**config.mk**
```make
export PLATFORM = sky130hd
export DESIGN_NAME = mvc_cfg_regs
export DESIGN_NICKNAME = d
export VERILOG_FILES = /design/src/include/mvc_pkg.sv /design/src/mvc_msg_sender.sv /design/src/mvc_cfg_regs.sv
export SDC_FILE = /design/constraint.sdc
export NUM_CORES = 1
export LEC_CHECK = 0
export BUFFER_PORTS_ARGS = -buffer_cell sky130_fd_sc_hd__buf_2
export CAP_MARGIN = 0
export CORE_MARGIN = 4
export CORE_UTILIZATION = 55
export DETAILED_ROUTE_END_ITERATION = 10
export PLACE_DENSITY = 0.79
export SLEW_MARGIN = 25
export SYNTH_ARGS = -nofsm -noshare
export SYNTH_HDL_FRONTEND = slang
export SYNTH_SLANG_ARGS = --single-unit
```
**constraint.sdc**
```tcl
create_clock -name CLK -period 4.55 [get_ports CLK]
set_input_delay 0.455 -clock CLK [delete_from_list [all_inputs] [get_ports CLK]]
set_output_delay 0.455 -clock CLK [all_outputs]
set_load 0.01 [all_outputs]
```
**src/include/mvc_pkg.sv**
```systemverilog
/*
  Constants for the interrupt-message, vendor capability and link timer
  override register group: byte offsets, field positions, reset values
  and the message sender states.
  Assumes byte offsets into a configuration space with 32-bit words.
*/
package mvc_pkg;

  // byte offsets
  localparam logic [7:0]  OFS_MSI_CTRL    = 8'h4C;
  localparam logic [7:0]  OFS_MSI_ADDR    = 8'h50;
  localparam logic [7:0]  OFS_MSI_UADDR   = 8'h54;
  localparam logic [7:0]  OFS_MSI_DATA    = 8'h58;
  localparam logic [7:0]  OFS_VEND_HDR    = 8'h64;
  localparam logic [7:0]  OFS_SCRATCH0    = 8'h68;
  localparam logic [7:0]  OFS_SCRATCH1    = 8'h6C;
  localparam logic [7:0]  OFS_TIMERS      = 8'h70;

  // capability header contents
  localparam logic [7:0]  MSI_CAP_ID      = 8'h05;
  localparam logic [7:0]  MSI_NEXT_PTR    = 8'h64;
  localparam logic [7:0]  VEND_CAP_ID     = 8'h09;
  localparam logic [7:0]  VEND_NEXT_PTR   = 8'hB0;
  localparam logic [15:0] VEND_LENGTH     = 16'h0034;
  localparam logic [2:0]  MSI_MULTI_CAP   = 3'h2;

  // field positions
  localparam int MSI_EN_BIT      = 16;
  localparam int MMC_LSB         = 17;
  localparam int MME_LSB         = 20;
  localparam int ADDR64_BIT      = 23;
  localparam int REPLAY_LSB      = 0;
  localparam int REPLAY_EN_BIT   = 12;
  localparam int PM_DIS_BIT      = 13;
  localparam int MSI_DIS_BIT     = 14;
  localparam int ACK_LSB         = 16;
  localparam int ACK_EN_BIT      = 30;
  localparam int VGA_BIT         = 31;

  // reset values
  localparam logic [31:0] SCRATCH0_RST    = 32'h0400_1060;
  localparam logic [31:0] SCRATCH1_RST    = 32'h0000_0800;
  localparam logic        ADDR64_RST      = 1'h1;
  localparam logic        VGA_DEC_RST     = 1'h1;
  localparam logic [11:0] REPLAY_RST      = 12'h000;
  localparam logic [13:0] ACK_RST         = 14'h0000;

  typedef enum logic {MVC_IDLE, MVC_SEND} mvc_msg_state_t;

endpackage : mvc_pkg

```
**src/mvc_msg_sender.sv**
```systemverilog
/*
  Interrupt message sender: turns a rising interrupt level into one
  memory write request carrying the message data to the message address.
  Assumes the consumer acknowledges each request with a one-cycle ack.
*/
module mvc_msg_sender
  import mvc_pkg::*;
(
  input  wire logic        clk,
  input  wire logic        rstn,
  input  wire logic        irq,
  input  wire logic        msi_en,
  input  wire logic [29:0] addr_lo,
  input  wire logic [31:0] addr_hi,
  input  wire logic [15:0] data,
  input  wire logic        ack,
  output logic             req,
  output logic [63:0]      addr,
  output logic [15:0]      payload,
  output logic             is64
);

  mvc_msg_state_t state;
  logic           irq_prev;
  logic           pend;
  logic           rise;

  assign rise = irq & ~irq_prev & msi_en;

  always_ff @(posedge clk or negedge rstn)
  begin
    if (!rstn)
      irq_prev <= 1'h0;
    else
      irq_prev <= irq;
  end

  // event during a write in flight is kept; set wins over the take
  always_ff @(posedge clk or negedge rstn)
  begin
    if (!rstn)
      pend <= 1'h0;
    else if (rise && state == MVC_SEND)
      pend <= 1'h1;
    else if (state == MVC_IDLE)
      pend <= 1'h0;
  end

  always_ff @(posedge clk or negedge rstn)
  begin
    if (!rstn)
    begin
      state   <= MVC_IDLE;
      req     <= 1'h0;
      addr    <= 64'h0;
      payload <= 16'h0;
      is64    <= 1'h0;
    end
    else
    begin
      case (state)
        MVC_IDLE:
          if (rise || (pend && msi_en))
          begin
            state   <= MVC_SEND;
            req     <= 1'h1;
            addr    <= {addr_hi, addr_lo, 2'h0};
            payload <= data;
            is64    <= (addr_hi != 32'h0);
          end
        MVC_SEND:
          if (ack)
          begin
            state <= MVC_IDLE;
            req   <= 1'h0;
          end
        default:
        begin
          state <= MVC_IDLE;
          req   <= 1'h0;
        end
      endcase
    end
  end

endmodule : mvc_msg_sender

```
**src/mvc_cfg_regs.sv**
```systemverilog
/*
  Upstream bridge register group: interrupt-message capability, vendor
  capability header, two test scratch words and the replay / ack latency
  timer overrides with the VGA decode status bit.
  Assumes one configuration access per cycle at most, a management load
  port for default overrides and a link layer that supplies its own
  built-in timer values.
*/
// How it works
// message enable bit 16 gates message writes; when set, legacy interrupt stays quiet.
// 64-bit address capable flag, bit 23, reads 1 after reset.
// message address bits 31:2 writable, bits 1:0 read zero, target of writes.
// writable upper message address, reset zero, forms the high address word.
// vendor capability header reads identifier 09h in its lowest byte.
// vendor capability next pointer reads B0h.
// vendor header bits 31:16 read structure length 0034h.
// writable 12-bit user replay value in bits 11:0, reset zero.
// user replay enable bit 12 selects the user replay value.
// writable 14-bit user ack latency in bits 29:16, reset zero.
// ack latency enable bit 30 selects the user latency value.
// read-only bit 31 reports VGA decode enabled, reads 1.
// management load may replace timer fields, enables and capability disables after reset.
// message capability header reads identifier 05h in its lowest byte.
// message capability next pointer reads 64h.
// enabled interrupt event sends one write of message data to programmed address.
// with an enable clear, the link layer's built-in timer value is used.
module mvc_cfg_regs
  import mvc_pkg::*;
(
  input  wire logic        CLK,
  input  wire logic        RSTN,
  input  wire logic        CFG_WR,
  input  wire logic        CFG_RD,
  input  wire logic [7:0]  CFG_ADDR,
  input  wire logic [3:0]  CFG_BE,
  input  wire logic [31:0] CFG_WDATA,
  output logic [31:0]      CFG_RDATA,
  output logic             CFG_RVALID,
  input  wire logic        MGMT_WR,
  input  wire logic [7:0]  MGMT_ADDR,
  input  wire logic [31:0] MGMT_WDATA,
  input  wire logic        IRQ,
  input  wire logic        MSG_WR_ACK,
  output logic             MSG_WR_REQ,
  output logic [63:0]      MSG_ADDR,
  output logic [15:0]      MSG_DATA,
  output logic             MSG_IS64,
  output logic             LEGACY_INT,
  input  wire logic [11:0] DEF_REPLAY,
  input  wire logic [13:0] DEF_ACK_LAT,
  output logic [11:0]      REPLAY_LIMIT,
  output logic [13:0]      ACK_LAT_LIMIT,
  output logic             MSI_CAP_OFF,
  output logic             PM_CAP_OFF
);

  logic        msi_en;
  logic [2:0]  mme;
  logic [29:0] addr_lo;
  logic [31:0] addr_hi;
  logic [15:0] msg_data;
  logic [31:0] scratch0;
  logic [31:0] scratch1;
  logic [11:0] replay_val;
  logic        replay_en;
  logic        pm_dis;
  logic        msi_dis;
  logic [13:0] ack_val;
  logic        ack_en;
  logic [31:0] next_rdata;
  logic [31:0] timer_word;
  logic        wr_ctrl;
  logic        wr_timer;
  logic        ld_timer;

  // byte-lane merge of a write into an old word
  function automatic logic [31:0] merge(input logic [31:0] old_w, input logic [31:0] new_w,
                                        input logic [3:0] be);
    logic [31:0] r;
    r = old_w;
    for (int i = 0; i < 4; i++)
      if (be[i])
        r[i*8 +: 8] = new_w[i*8 +: 8];
    return r;
  endfunction : merge

  function automatic logic hit(input logic [7:0] ofs);
    return CFG_WR && CFG_ADDR == ofs;
  endfunction : hit

  assign wr_ctrl  = hit(OFS_MSI_CTRL);
  assign wr_timer = hit(OFS_TIMERS);
  assign ld_timer = MGMT_WR && MGMT_ADDR == OFS_TIMERS;

  assign timer_word = {VGA_DEC_RST, ack_en, ack_val, 1'h0, msi_dis, pm_dis, replay_en, replay_val};

  // interrupt message control and address words
  always_ff @(posedge CLK or negedge RSTN)
  begin
    if (!RSTN)
    begin
      msi_en   <= 1'h0;
      mme      <= 3'h0;
      addr_lo  <= 30'h0;
      addr_hi  <= 32'h0;
      msg_data <= 16'h0;
    end
    else
    begin
      if (wr_ctrl && CFG_BE[2])
      begin
        msi_en <= CFG_WDATA[MSI_EN_BIT];
        mme    <= CFG_WDATA[MME_LSB +: 3];
      end
      if (hit(OFS_MSI_ADDR))
        addr_lo <= 30'(merge({addr_lo, 2'h0}, CFG_WDATA, CFG_BE) >> 2);
      if (hit(OFS_MSI_UADDR))
        addr_hi <= merge(addr_hi, CFG_WDATA, CFG_BE);
      if (hit(OFS_MSI_DATA))
        msg_data <= 16'(merge({16'h0, msg_data}, CFG_WDATA, CFG_BE));
    end
  end

  // test scratch words
  always_ff @(posedge CLK or negedge RSTN)
  begin
    if (!RSTN)
    begin
      scratch0 <= SCRATCH0_RST;
      scratch1 <= SCRATCH1_RST;
    end
    else
    begin
      if (hit(OFS_SCRATCH0))
        scratch0 <= merge(scratch0, CFG_WDATA, CFG_BE);
      if (hit(OFS_SCRATCH1))
        scratch1 <= merge(scratch1, CFG_WDATA, CFG_BE);
    end
  end

  // timer overrides; management load wins over a config write
  always_ff @(posedge CLK or negedge RSTN)
  begin
    if (!RSTN)
    begin
      replay_val <= REPLAY_RST;
      replay_en  <= 1'h0;
      ack_val    <= ACK_RST;
      ack_en     <= 1'h0;
      pm_dis     <= 1'h0;
      msi_dis    <= 1'h0;
    end
    else if (ld_timer)
    begin
      replay_val <= MGMT_WDATA[REPLAY_LSB +: 12];
      replay_en  <= MGMT_WDATA[REPLAY_EN_BIT];
      pm_dis     <= MGMT_WDATA[PM_DIS_BIT];
      msi_dis    <= MGMT_WDATA[MSI_DIS_BIT];
      ack_val    <= MGMT_WDATA[ACK_LSB +: 14];
      ack_en     <= MGMT_WDATA[ACK_EN_BIT];
    end
    else if (wr_timer)
    begin
      if (CFG_BE[0])
        replay_val[7:0] <= CFG_WDATA[7:0];
      if (CFG_BE[1])
      begin
        replay_val[11:8] <= CFG_WDATA[11:8];
        replay_en        <= CFG_WDATA[REPLAY_EN_BIT];
      end
      if (CFG_BE[2])
        ack_val[7:0] <= CFG_WDATA[23:16];
      if (CFG_BE[3])
      begin
        ack_val[13:8] <= CFG_WDATA[29:24];
        ack_en        <= CFG_WDATA[ACK_EN_BIT];
      end
    end
  end

  // read mux
  always_comb
  begin
    next_rdata = 32'h0;
    case (CFG_ADDR)
      OFS_MSI_CTRL:
        next_rdata = {8'h0, ADDR64_RST, mme, MSI_MULTI_CAP, msi_en,
                      MSI_NEXT_PTR, MSI_CAP_ID};
      OFS_MSI_ADDR:  next_rdata = {addr_lo, 2'h0};
      OFS_MSI_UADDR: next_rdata = addr_hi;
      OFS_MSI_DATA:  next_rdata = {16'h0, msg_data};
      OFS_VEND_HDR:  next_rdata = {VEND_LENGTH, VEND_NEXT_PTR, VEND_CAP_ID};
      OFS_SCRATCH0:  next_rdata = scratch0;
      OFS_SCRATCH1:  next_rdata = scratch1;
      OFS_TIMERS:    next_rdata = timer_word;
      default:       next_rdata = 32'h0;
    endcase
  end

  always_ff @(posedge CLK or negedge RSTN)
  begin
    if (!RSTN)
    begin
      CFG_RDATA  <= 32'h0;
      CFG_RVALID <= 1'h0;
    end
    else
    begin
      CFG_RVALID <= CFG_RD;
      if (CFG_RD)
        CFG_RDATA <= next_rdata;
    end
  end

  // effective link timers: user value or built-in fallback
  always_ff @(posedge CLK or negedge RSTN)
  begin
    if (!RSTN)
    begin
      REPLAY_LIMIT  <= 12'h0;
      ACK_LAT_LIMIT <= 14'h0;
      PM_CAP_OFF    <= 1'h0;
      MSI_CAP_OFF   <= 1'h0;
    end
    else
    begin
      REPLAY_LIMIT  <= replay_en ? replay_val : DEF_REPLAY;
      ACK_LAT_LIMIT <= ack_en ? ack_val : DEF_ACK_LAT;
      PM_CAP_OFF    <= pm_dis;
      MSI_CAP_OFF   <= msi_dis;
    end
  end

  // legacy interrupt only while messaging is off
  always_ff @(posedge CLK or negedge RSTN)
  begin
    if (!RSTN)
      LEGACY_INT <= 1'h0;
    else
      LEGACY_INT <= IRQ & ~msi_en;
  end

  mvc_msg_sender u_sender (
    .clk     (CLK),
    .rstn    (RSTN),
    .irq     (IRQ),
    .msi_en  (msi_en),
    .addr_lo (addr_lo),
    .addr_hi (addr_hi),
    .data    (msg_data),
    .ack     (MSG_WR_ACK),
    .req     (MSG_WR_REQ),
    .addr    (MSG_ADDR),
    .payload (MSG_DATA),
    .is64    (MSG_IS64)
  );

  a_legacy_quiet: assert property (@(posedge CLK) disable iff (!RSTN)
    msi_en |=> !LEGACY_INT)
    else $error("legacy interrupt raised while messaging enabled");

  a_legacy_follow: assert property (@(posedge CLK) disable iff (!RSTN)
    !msi_en |=> LEGACY_INT == $past(IRQ))
    else $error("legacy interrupt does not follow the source");

  a_req_holds: assert property (@(posedge CLK) disable iff (!RSTN)
    MSG_WR_REQ && !MSG_WR_ACK
      |=> MSG_WR_REQ && $stable(MSG_ADDR) && $stable(MSG_DATA) && $stable(MSG_IS64))
    else $error("message write request dropped or changed before ack");

  a_msg_gated: assert property (@(posedge CLK) disable iff (!RSTN)
    $rose(MSG_WR_REQ) |-> $past(msi_en))
    else $error("message write started with messaging disabled");

  a_cap64_flag: assert property (@(posedge CLK) disable iff (!RSTN)
    CFG_RVALID && $past(CFG_ADDR) == OFS_MSI_CTRL |-> CFG_RDATA[ADDR64_BIT])
    else $error("64-bit capable flag not set");

  a_msg_target: assert property (@(posedge CLK) disable iff (!RSTN)
    $rose(MSG_WR_REQ) |-> MSG_ADDR == {$past(addr_hi), $past(addr_lo), 2'h0}
                          && MSG_DATA == $past(msg_data) && MSG_IS64 == ($past(addr_hi) != 32'h0))
    else $error("message write target or data wrong");

  a_vendor_hdr: assert property (@(posedge CLK) disable iff (!RSTN)
    CFG_RVALID && $past(CFG_ADDR) == OFS_VEND_HDR |-> CFG_RDATA == 32'h0034_B009)
    else $error("vendor capability header wrong");

  a_msi_header: assert property (@(posedge CLK) disable iff (!RSTN)
    CFG_RVALID && $past(CFG_ADDR) == OFS_MSI_CTRL |-> CFG_RDATA[15:0] == 16'h6405)
    else $error("message capability header wrong");

  a_replay_pick: assert property (@(posedge CLK) disable iff (!RSTN)
    ld_timer ##1 $stable(DEF_REPLAY)
      |=> REPLAY_LIMIT == ($past(MGMT_WDATA[REPLAY_EN_BIT], 2) ? $past(MGMT_WDATA[11:0], 2) : $past(DEF_REPLAY)))
    else $error("replay limit source wrong");

  a_ack_pick: assert property (@(posedge CLK) disable iff (!RSTN)
    ld_timer ##1 $stable(DEF_ACK_LAT)
      |=> ACK_LAT_LIMIT == ($past(MGMT_WDATA[ACK_EN_BIT], 2) ? $past(MGMT_WDATA[29:16], 2) : $past(DEF_ACK_LAT)))
    else $error("ack latency limit source wrong");

  a_vga_bit: assert property (@(posedge CLK) disable iff (!RSTN)
    CFG_RVALID && $past(CFG_ADDR) == OFS_TIMERS |-> CFG_RDATA[VGA_BIT] && !CFG_RDATA[15])
    else $error("vga decode bit not set");

endmodule : mvc_cfg_regs

```
==> results of run 1 <==
==> worst max-delay path: cells and delay by family <==
kind / cells / cell delay [ns]
buffers and inverters: 1 / 0.30
and+or+nand+nor: 3 / 1.64
muxes: 1 / 0.43
==> power breakdown <==
| group | switching, mW | internal, mW |
|---|---|---|
| Combinational | 0.256 | 0.186 |
| Clock | 1.11 | 1.60 |
| Sequential | 0.0804 | 2.96 |
==> flip-flops by register name, indices dropped and copies added (netlist names), 12 cells and up <==
name	count
ACK_LAT_LIMIT	14
CFG_RDATA	32
REPLAY_LIMIT	12
ack_val	14
addr_hi	32
addr_lo	30
msg_data	16
replay_val	12
scratch0	32
scratch1	32
u_sender.addr	62
u_sender.payload	16
==> path summary, 6_finish.rpt <==
path                                endpoint  slack, ns  depth (start not counted)
min reg2reg                       PM_CAP_OFF       0.42                          0
min                        u_sender.irq_prev       0.08                          1
min in group asynchronous   u_sender.addr[7]       0.45                          2
max                              addr_hi[26]       2.08                          5
max reg2reg                    u_sender.is64       2.50                          4
max in group asynchronous  u_sender.addr[54]       2.98                          4
==> synth_stat cells, types with 3 or more instances <==
master and number:
dfrtp_1 316, mux2_2 254, mux2i_1 61, a21oi_1 54, nor2_1 53, nand2_1 41, clkbuf_1 39, o2bb2ai_1 22
a221oi_1 16, a22oi_1 14, nand3_1 14, nor4_1 11, buf_2 10, inv_1 10, nor2b_1 10, buf_4 9
o21ai_0 9, and3_1 8, nand4_1 7, nor3_1 7, a22o_1 6, and2_1 6, nand2_2 6, dfstp_2 5
o221ai_1 5, o22ai_1 5, a31oi_1 4, o211ai_1 4, a211oi_1 3
==> metrics by stage <==
stage               instance area (sq um)  hold WS (ns)
floorplan                           13810        0.1594
global placement                    15390        0.3788
detailed placement                  15390        0.4016
CTS                                 16480       0.06972
global route                        16530       0.08230
finish                              16530       0.08119
==> final cells by class <==
cell class | count | area share, %
clock buffers | 52 | 6.124
repair buffers | 275 | 8.887
well taps | 324 | 2.453
diodes | 5 | 0.07569
flip-flops and latches | 321 | 48.63
multi-input cells | 652 | 33.09
inverters | 11 | 0.2498
clock inverters | 10 | 0.4920
==> logic make-up (layout without fill, tap and decap cells) <==
group	count (synthesis)	in the layout	synth area share, %
adders and majority gates	1	1	0.07249
buffers and inverters	69	348	2.211
xor gates and xnor gates	1	1	0.06343
other	1	7	0.02716
muxes	315	315	25.13
and+or+nand+nor	180	180	6.669
DFF	321	321	58.21
AOI/OAI and AO/OA	153	153	7.611
==> layer usage <==
layer  wire length, microns  up-vias  share of wire (%)
met1                  15960     4955                 42
li1                       -     4336                  -
met4                   1002        4                2.6
met3                   2881       69                7.6
met2                  17970      404                 47
met5                     24        -              0.063
==> impl_metrics.env, run 1 <==
export IMPL_antenna_found_initial=7
export IMPL_fin_crit_sh_pct=54.37
export IMPL_dieHeight_microns=166.5
export IMPL_irDropWorstVdd_mv=0.2471
export IMPL_timing_fmax_ghz=0.4043
export IMPL_area_growth_pct=19.70
export IMPL_grtUsageMet2_pct=42.23
export IMPL_post_cts_setup_buffers=0
export IMPL_synth_edf_count=0
export IMPL_slew_violations=0
export IMPL_grt_overflow=0
export IMPL_worstPathCellList="buf_2, and4bb_2, and3_1, nand3_1, mux2_2"
export IMPL_route_detailed_drc=0
export IMPL_async_flop_share_pct=100.0
export IMPL_cp_end_kind="flop"
export IMPL_status="finished clean"
export IMPL_power_total_mw=6.193
export IMPL_setup_tns_ns=0
export IMPL_wl_per_cell_microns=22.94
export IMPL_yosys_warnings=0
export IMPL_hpwlAfterDp_microns=26130
export IMPL_rows=57
export IMPL_routed_wl_microns=37850
export IMPL_netlist_area_leader_share_pct=57.26
export IMPL_cts_tree="yes"
export IMPL_cap_violations=0
export IMPL_grt_max_degree=124
export IMPL_start_kind="input port"
export IMPL_worst_ep_required_time_ns=4.94
export IMPL_cts_root_buf="clkbuf_16"
export IMPL_ys_ff_latch=321
export IMPL_synthTopCellsByArea="dfrtp_1 (57%), mux2_2 (21%), mux2i_1 (4.4%), a21oi_1 (2.0%), nor2_1 (1.4%)"
export IMPL_nets=1412
export IMPL_p_per_area_nw_per_um2=374.7
export IMPL_placedCellCount=1581
export IMPL_vias=9768
export IMPL_final_common_cell="dfrtp_1"
export IMPL_ctsHtreeMaxLevel=2
export IMPL_skew_ns=0.01940
export IMPL_start_util_pct=56.29
export IMPL_clk_pin_slew_ns=0.06
export IMPL_die_x_microns=166.5
export IMPL_arrival_ns=2.86
export IMPL_p_leak_nw=8.618
export IMPL_setup_violations_final=0
export IMPL_top_usage_layer="met2"
export IMPL_routabilityCongestion=0.8736
export IMPL_cts_inserted_buffers=34
export IMPL_pre_cts_ws_ns=1.603
export IMPL_finish_utilization_pct=67.38
export IMPL_synth_cells=1041
export IMPL_rsz0062_at_grt="no"
export IMPL_regToRegStartpoint="addr_hi[1]"
export IMPL_hold_violations=0
export IMPL_clk_path_buf_depth=3
export IMPL_drive_above_1_share_pct=45.19
export IMPL_crit_fanout=25
export IMPL_grt_pass1_wl_microns=58930
export IMPL_final_cell_mix="dfrtp_1 (316), buf_2 (255), mux2_2 (254)"
export IMPL_multiInputGateArea_sq_um=5469
export IMPL_cts_resized=0
export IMPL_hold_class="input port to flop"
export IMPL_worst_slack_ns=2.076
export IMPL_grt_pass1_vias=10036
export IMPL_cp_slowest_cell="and3_1"
export IMPL_ant_nets=0
export IMPL_holdBufCountCts=0
export IMPL_drt_iter0_drc=796
export IMPL_ys_types=54
export IMPL_clock_latency_ns=0.51
export IMPL_gr_usage_all_layers_pct=26.79
export IMPL_cts_sinks=321
export IMPL_detail_route_first_pass_iterations=5
export IMPL_yosys_area_top_type="dfrtp_1"
export IMPL_dieArea_sq_um=27710
export IMPL_min_from="IRQ"
export IMPL_slew_headroom_pct=30.72
export IMPL_synth_area_sq_um=13810
export IMPL_tightest_slew_ns=1.031
export IMPL_crit_start="CFG_ADDR[5]"
export IMPL_fillers=1873
export IMPL_max_stage_delay_ns=0.67
export IMPL_min_period_ns=2.474
export IMPL_io_buffers=256
export IMPL_ys_flop_type="dfrtp_1"
export IMPL_synth_seq_area_share_pct=58.21
export IMPL_seqCellArea_sq_um=8039
export IMPL_via_per_inst=5.920
export IMPL_coreArea_sq_um=24530
export IMPL_crit_type="input port to flop"
export IMPL_instances_no_fill=1650
export IMPL_io_pins=261
export IMPL_use_met1_pct=37.57
export IMPL_syn_area_per_cell_sq_um=13.27
export IMPL_met3_usage_pct=6.186
No activity file was read; power rests on OpenSTA's default activity.
==> inputs of run 2 (changes only) <==
==> constraint.sdc (replaced) <==
create_clock -name CLK -period 2.5 [get_ports CLK]
set_input_delay 0.25 -clock CLK [delete_from_list [all_inputs] [get_ports CLK]]
set_output_delay 0.25 -clock CLK [all_outputs]
set_load 0.01 [all_outputs]
==> run 2 against run 1 <==
  * The flow now finishes with violations (negative hold slack)
  * Clock power increased by 79%
  * Wire length increased by 5.4%
  * Sequential share of layout area is 1.9 points lower
  * Via count rose by 5.3%
  * Clock-buffer cell count up 3
  * Clock skew shrank 0.0082 ns
  * Sequential power grew 82%
  * Setup slack got worse by 1.6 ns
  * First-iteration DRC count increased by 24%
  * Global-route usage up 1.4 points
  * Critical path depth stayed put
  * Combinational power is 100% higher
  * Critical path type unchanged
  * Critical endpoint is now addr_lo[15]
  * Largest cell class unchanged
==> impl_metrics.env, run 2 (synthesis results as in run 1) <==
export IMPL_status="complete, but fails checks"
export IMPL_violations="negative hold slack"
export IMPL_nets=1481
export IMPL_ctsHtreeMaxLevel=2
export IMPL_cp_end_kind="flop"
export IMPL_final_cell_mix="dfrtp_1 (316), buf_2 (255), mux2_2 (254)"
export IMPL_tightest_slew_ns=0.7659
export IMPL_via_per_inst=5.990
export IMPL_min_period_ns=1.980
export IMPL_area_growth_pct=24.60
export IMPL_cts_root_buf="clkbuf_16"
export IMPL_final_common_cell="dfrtp_1"
export IMPL_cts_inserted_buffers=34
export IMPL_whs_ns=-0.003940
export IMPL_io_buffers=256
export IMPL_hold_violations=1
export IMPL_routabilityCongestion=0.9327
export IMPL_p_comb_share_pct=7.9
export IMPL_drive_above_1_share_pct=44.52
export IMPL_finish_utilization_pct=70.13
export IMPL_coreArea_sq_um=24530
export IMPL_routed_wl_microns=39890
export IMPL_ant_nets=0
export IMPL_clockPowerShare_pct=42.9
export IMPL_slew_headroom_pct=48.94
export IMPL_setup_violations_final=0
export IMPL_vias=10284
export IMPL_hold_class="input port to flop"
export IMPL_largest_reg_flops=62
export IMPL_dieArea_sq_um=27710
export IMPL_min_from="MGMT_WDATA[3]"
export IMPL_skew_ns=0.01119
export IMPL_crit_start="CFG_ADDR[3]"
export IMPL_route_detailed_drc=0
export IMPL_p_per_area_nw_per_um2=655.3
export IMPL_setup_tns_ns=0
export IMPL_start_kind="input port"
export IMPL_die_x_microns=166.5
export IMPL_grt_overflow=0
export IMPL_drt_iter0_drc=991
export IMPL_rows=57
export IMPL_hpwlAfterDp_microns=27290
export IMPL_post_cts_setup_buffers=0
export IMPL_crit_fanout=14
export IMPL_clk_path_buf_depth=3
export IMPL_wl_per_cell_microns=23.23
export IMPL_grt_pass1_wl_microns=61860
export IMPL_crit_type="input port to flop"
export IMPL_cap_violations=0
export IMPL_start_util_pct=56.29
export IMPL_intPower_mw=8.644
export IMPL_grt_pass1_vias=10596
export IMPL_antenna_found_initial=5
export IMPL_rsz0062_at_grt="no"
export IMPL_worst_slack_ns=0.5201
export IMPL_p_leak_nw=8.950
export IMPL_fillers=1702
export IMPL_io_pins=261
export IMPL_worst_ep_required_time_ns=2.89
export IMPL_timing_fmax_ghz=0.5051
export IMPL_holdBufCountCts=46
export IMPL_gr_usage_all_layers_pct=28.20
export IMPL_p_switching_mw=2.632
export IMPL_cts_resized=0
export IMPL_fin_crit_sh_pct=79.20
export IMPL_dieHeight_microns=166.5
export IMPL_pre_cts_ws_ns=0.07643
export IMPL_grt_max_degree=85
export IMPL_detail_route_first_pass_iterations=5
export IMPL_clk_pin_slew_ns=0.06
export IMPL_pwr_share_seq_pct=49.1
export IMPL_cts_sinks=321
export IMPL_irDropWorstVdd_mv=0.4400
export IMPL_arrival_ns=2.37
export IMPL_regToRegStartpoint="addr_hi[0]"
export IMPL_slew_violations=0
export IMPL_clock_latency_ns=0.51
export IMPL_cts_tree="yes"
export IMPL_p_sw_share_pct=23.34
export IMPL_regMostFlops="u_sender.addr"
-- run 2: cell types whose count changed in the layout (fill, tap and decap cells not counted), moves of 2 or more --
cell           before  now
buf_12              1    8
buf_4              16   34
clkbuf_8            3    5
clkinv_2            7    4
dlygate4sd3_1       1   46
-- run 2: cell type report --
type | count | area (sq um) | area share, %
Tap cell | 324 | 405.4 | 2.356
Antenna cell | 5 | 12.51 | 0.07272
Clock buffer | 55 | 1044 | 6.065
Timing Repair Buffer | 344 | 2167 | 12.59
Multi-Input combinational cell | 652 | 5469 | 31.78
Clock inverter | 5 | 28.78 | 0.1672
Sequential cell | 321 | 8039 | 46.72
Inverter | 11 | 41.29 | 0.2400
-- run 2: worst max-delay path: stages --
cell and delay (ns):
buf_2 0.19, nor3_1 0.47, and3_1 0.57, and2_1 0.48, mux2_2 0.39
-- run 2: stage by stage --
stage / area, sq um / instances / total power, mW
after floorplan: 13810 / 1042 / 5.952
after global placement: 15660 / 1606 / 6.419
after detailed placement: 15660 / 1606 / 6.451
after CTS: 17190 / 1712 / 11.31
after global routing: 17200 / 1716 / 11.64
final: 17210 / 1717 / 11.28
-- run 2: power by group through the flow --
stage,registers (mW),clock network (mW),logic (mW)
after floorplan,5.60,0,0.352
after global placement,5.62,0,0.802
after detailed placement,5.63,0,0.824
after CTS,5.53,4.89,0.889
after global routing,5.56,5.11,0.966
final,5.54,4.84,0.895
-- run 2: per-layer routing --
metal  up-vias  routed length (microns)  GRT usage (%)
li1       4474                        -              -
met1      5169                    16170          38.57
met2       526                    18770          44.67
met3       113                     3330          5.760
met4         2                     1608          11.45
met5         -                       12              0
-- run 2: path summary, 6_finish.rpt --
check | endpoint | cells past startpoint | slack, ns
max reg2reg | u_sender.is64 | 4 | 0.63
min | replay_val[3] | 3 | -0.004
min reg2reg | PM_CAP_OFF | 0 | 0.42
min in group asynchronous | u_sender.addr[37] | 2 | 0.27
max | addr_lo[15] | 5 | 0.52
max in group asynchronous | scratch0[12] | 3 | 1.41
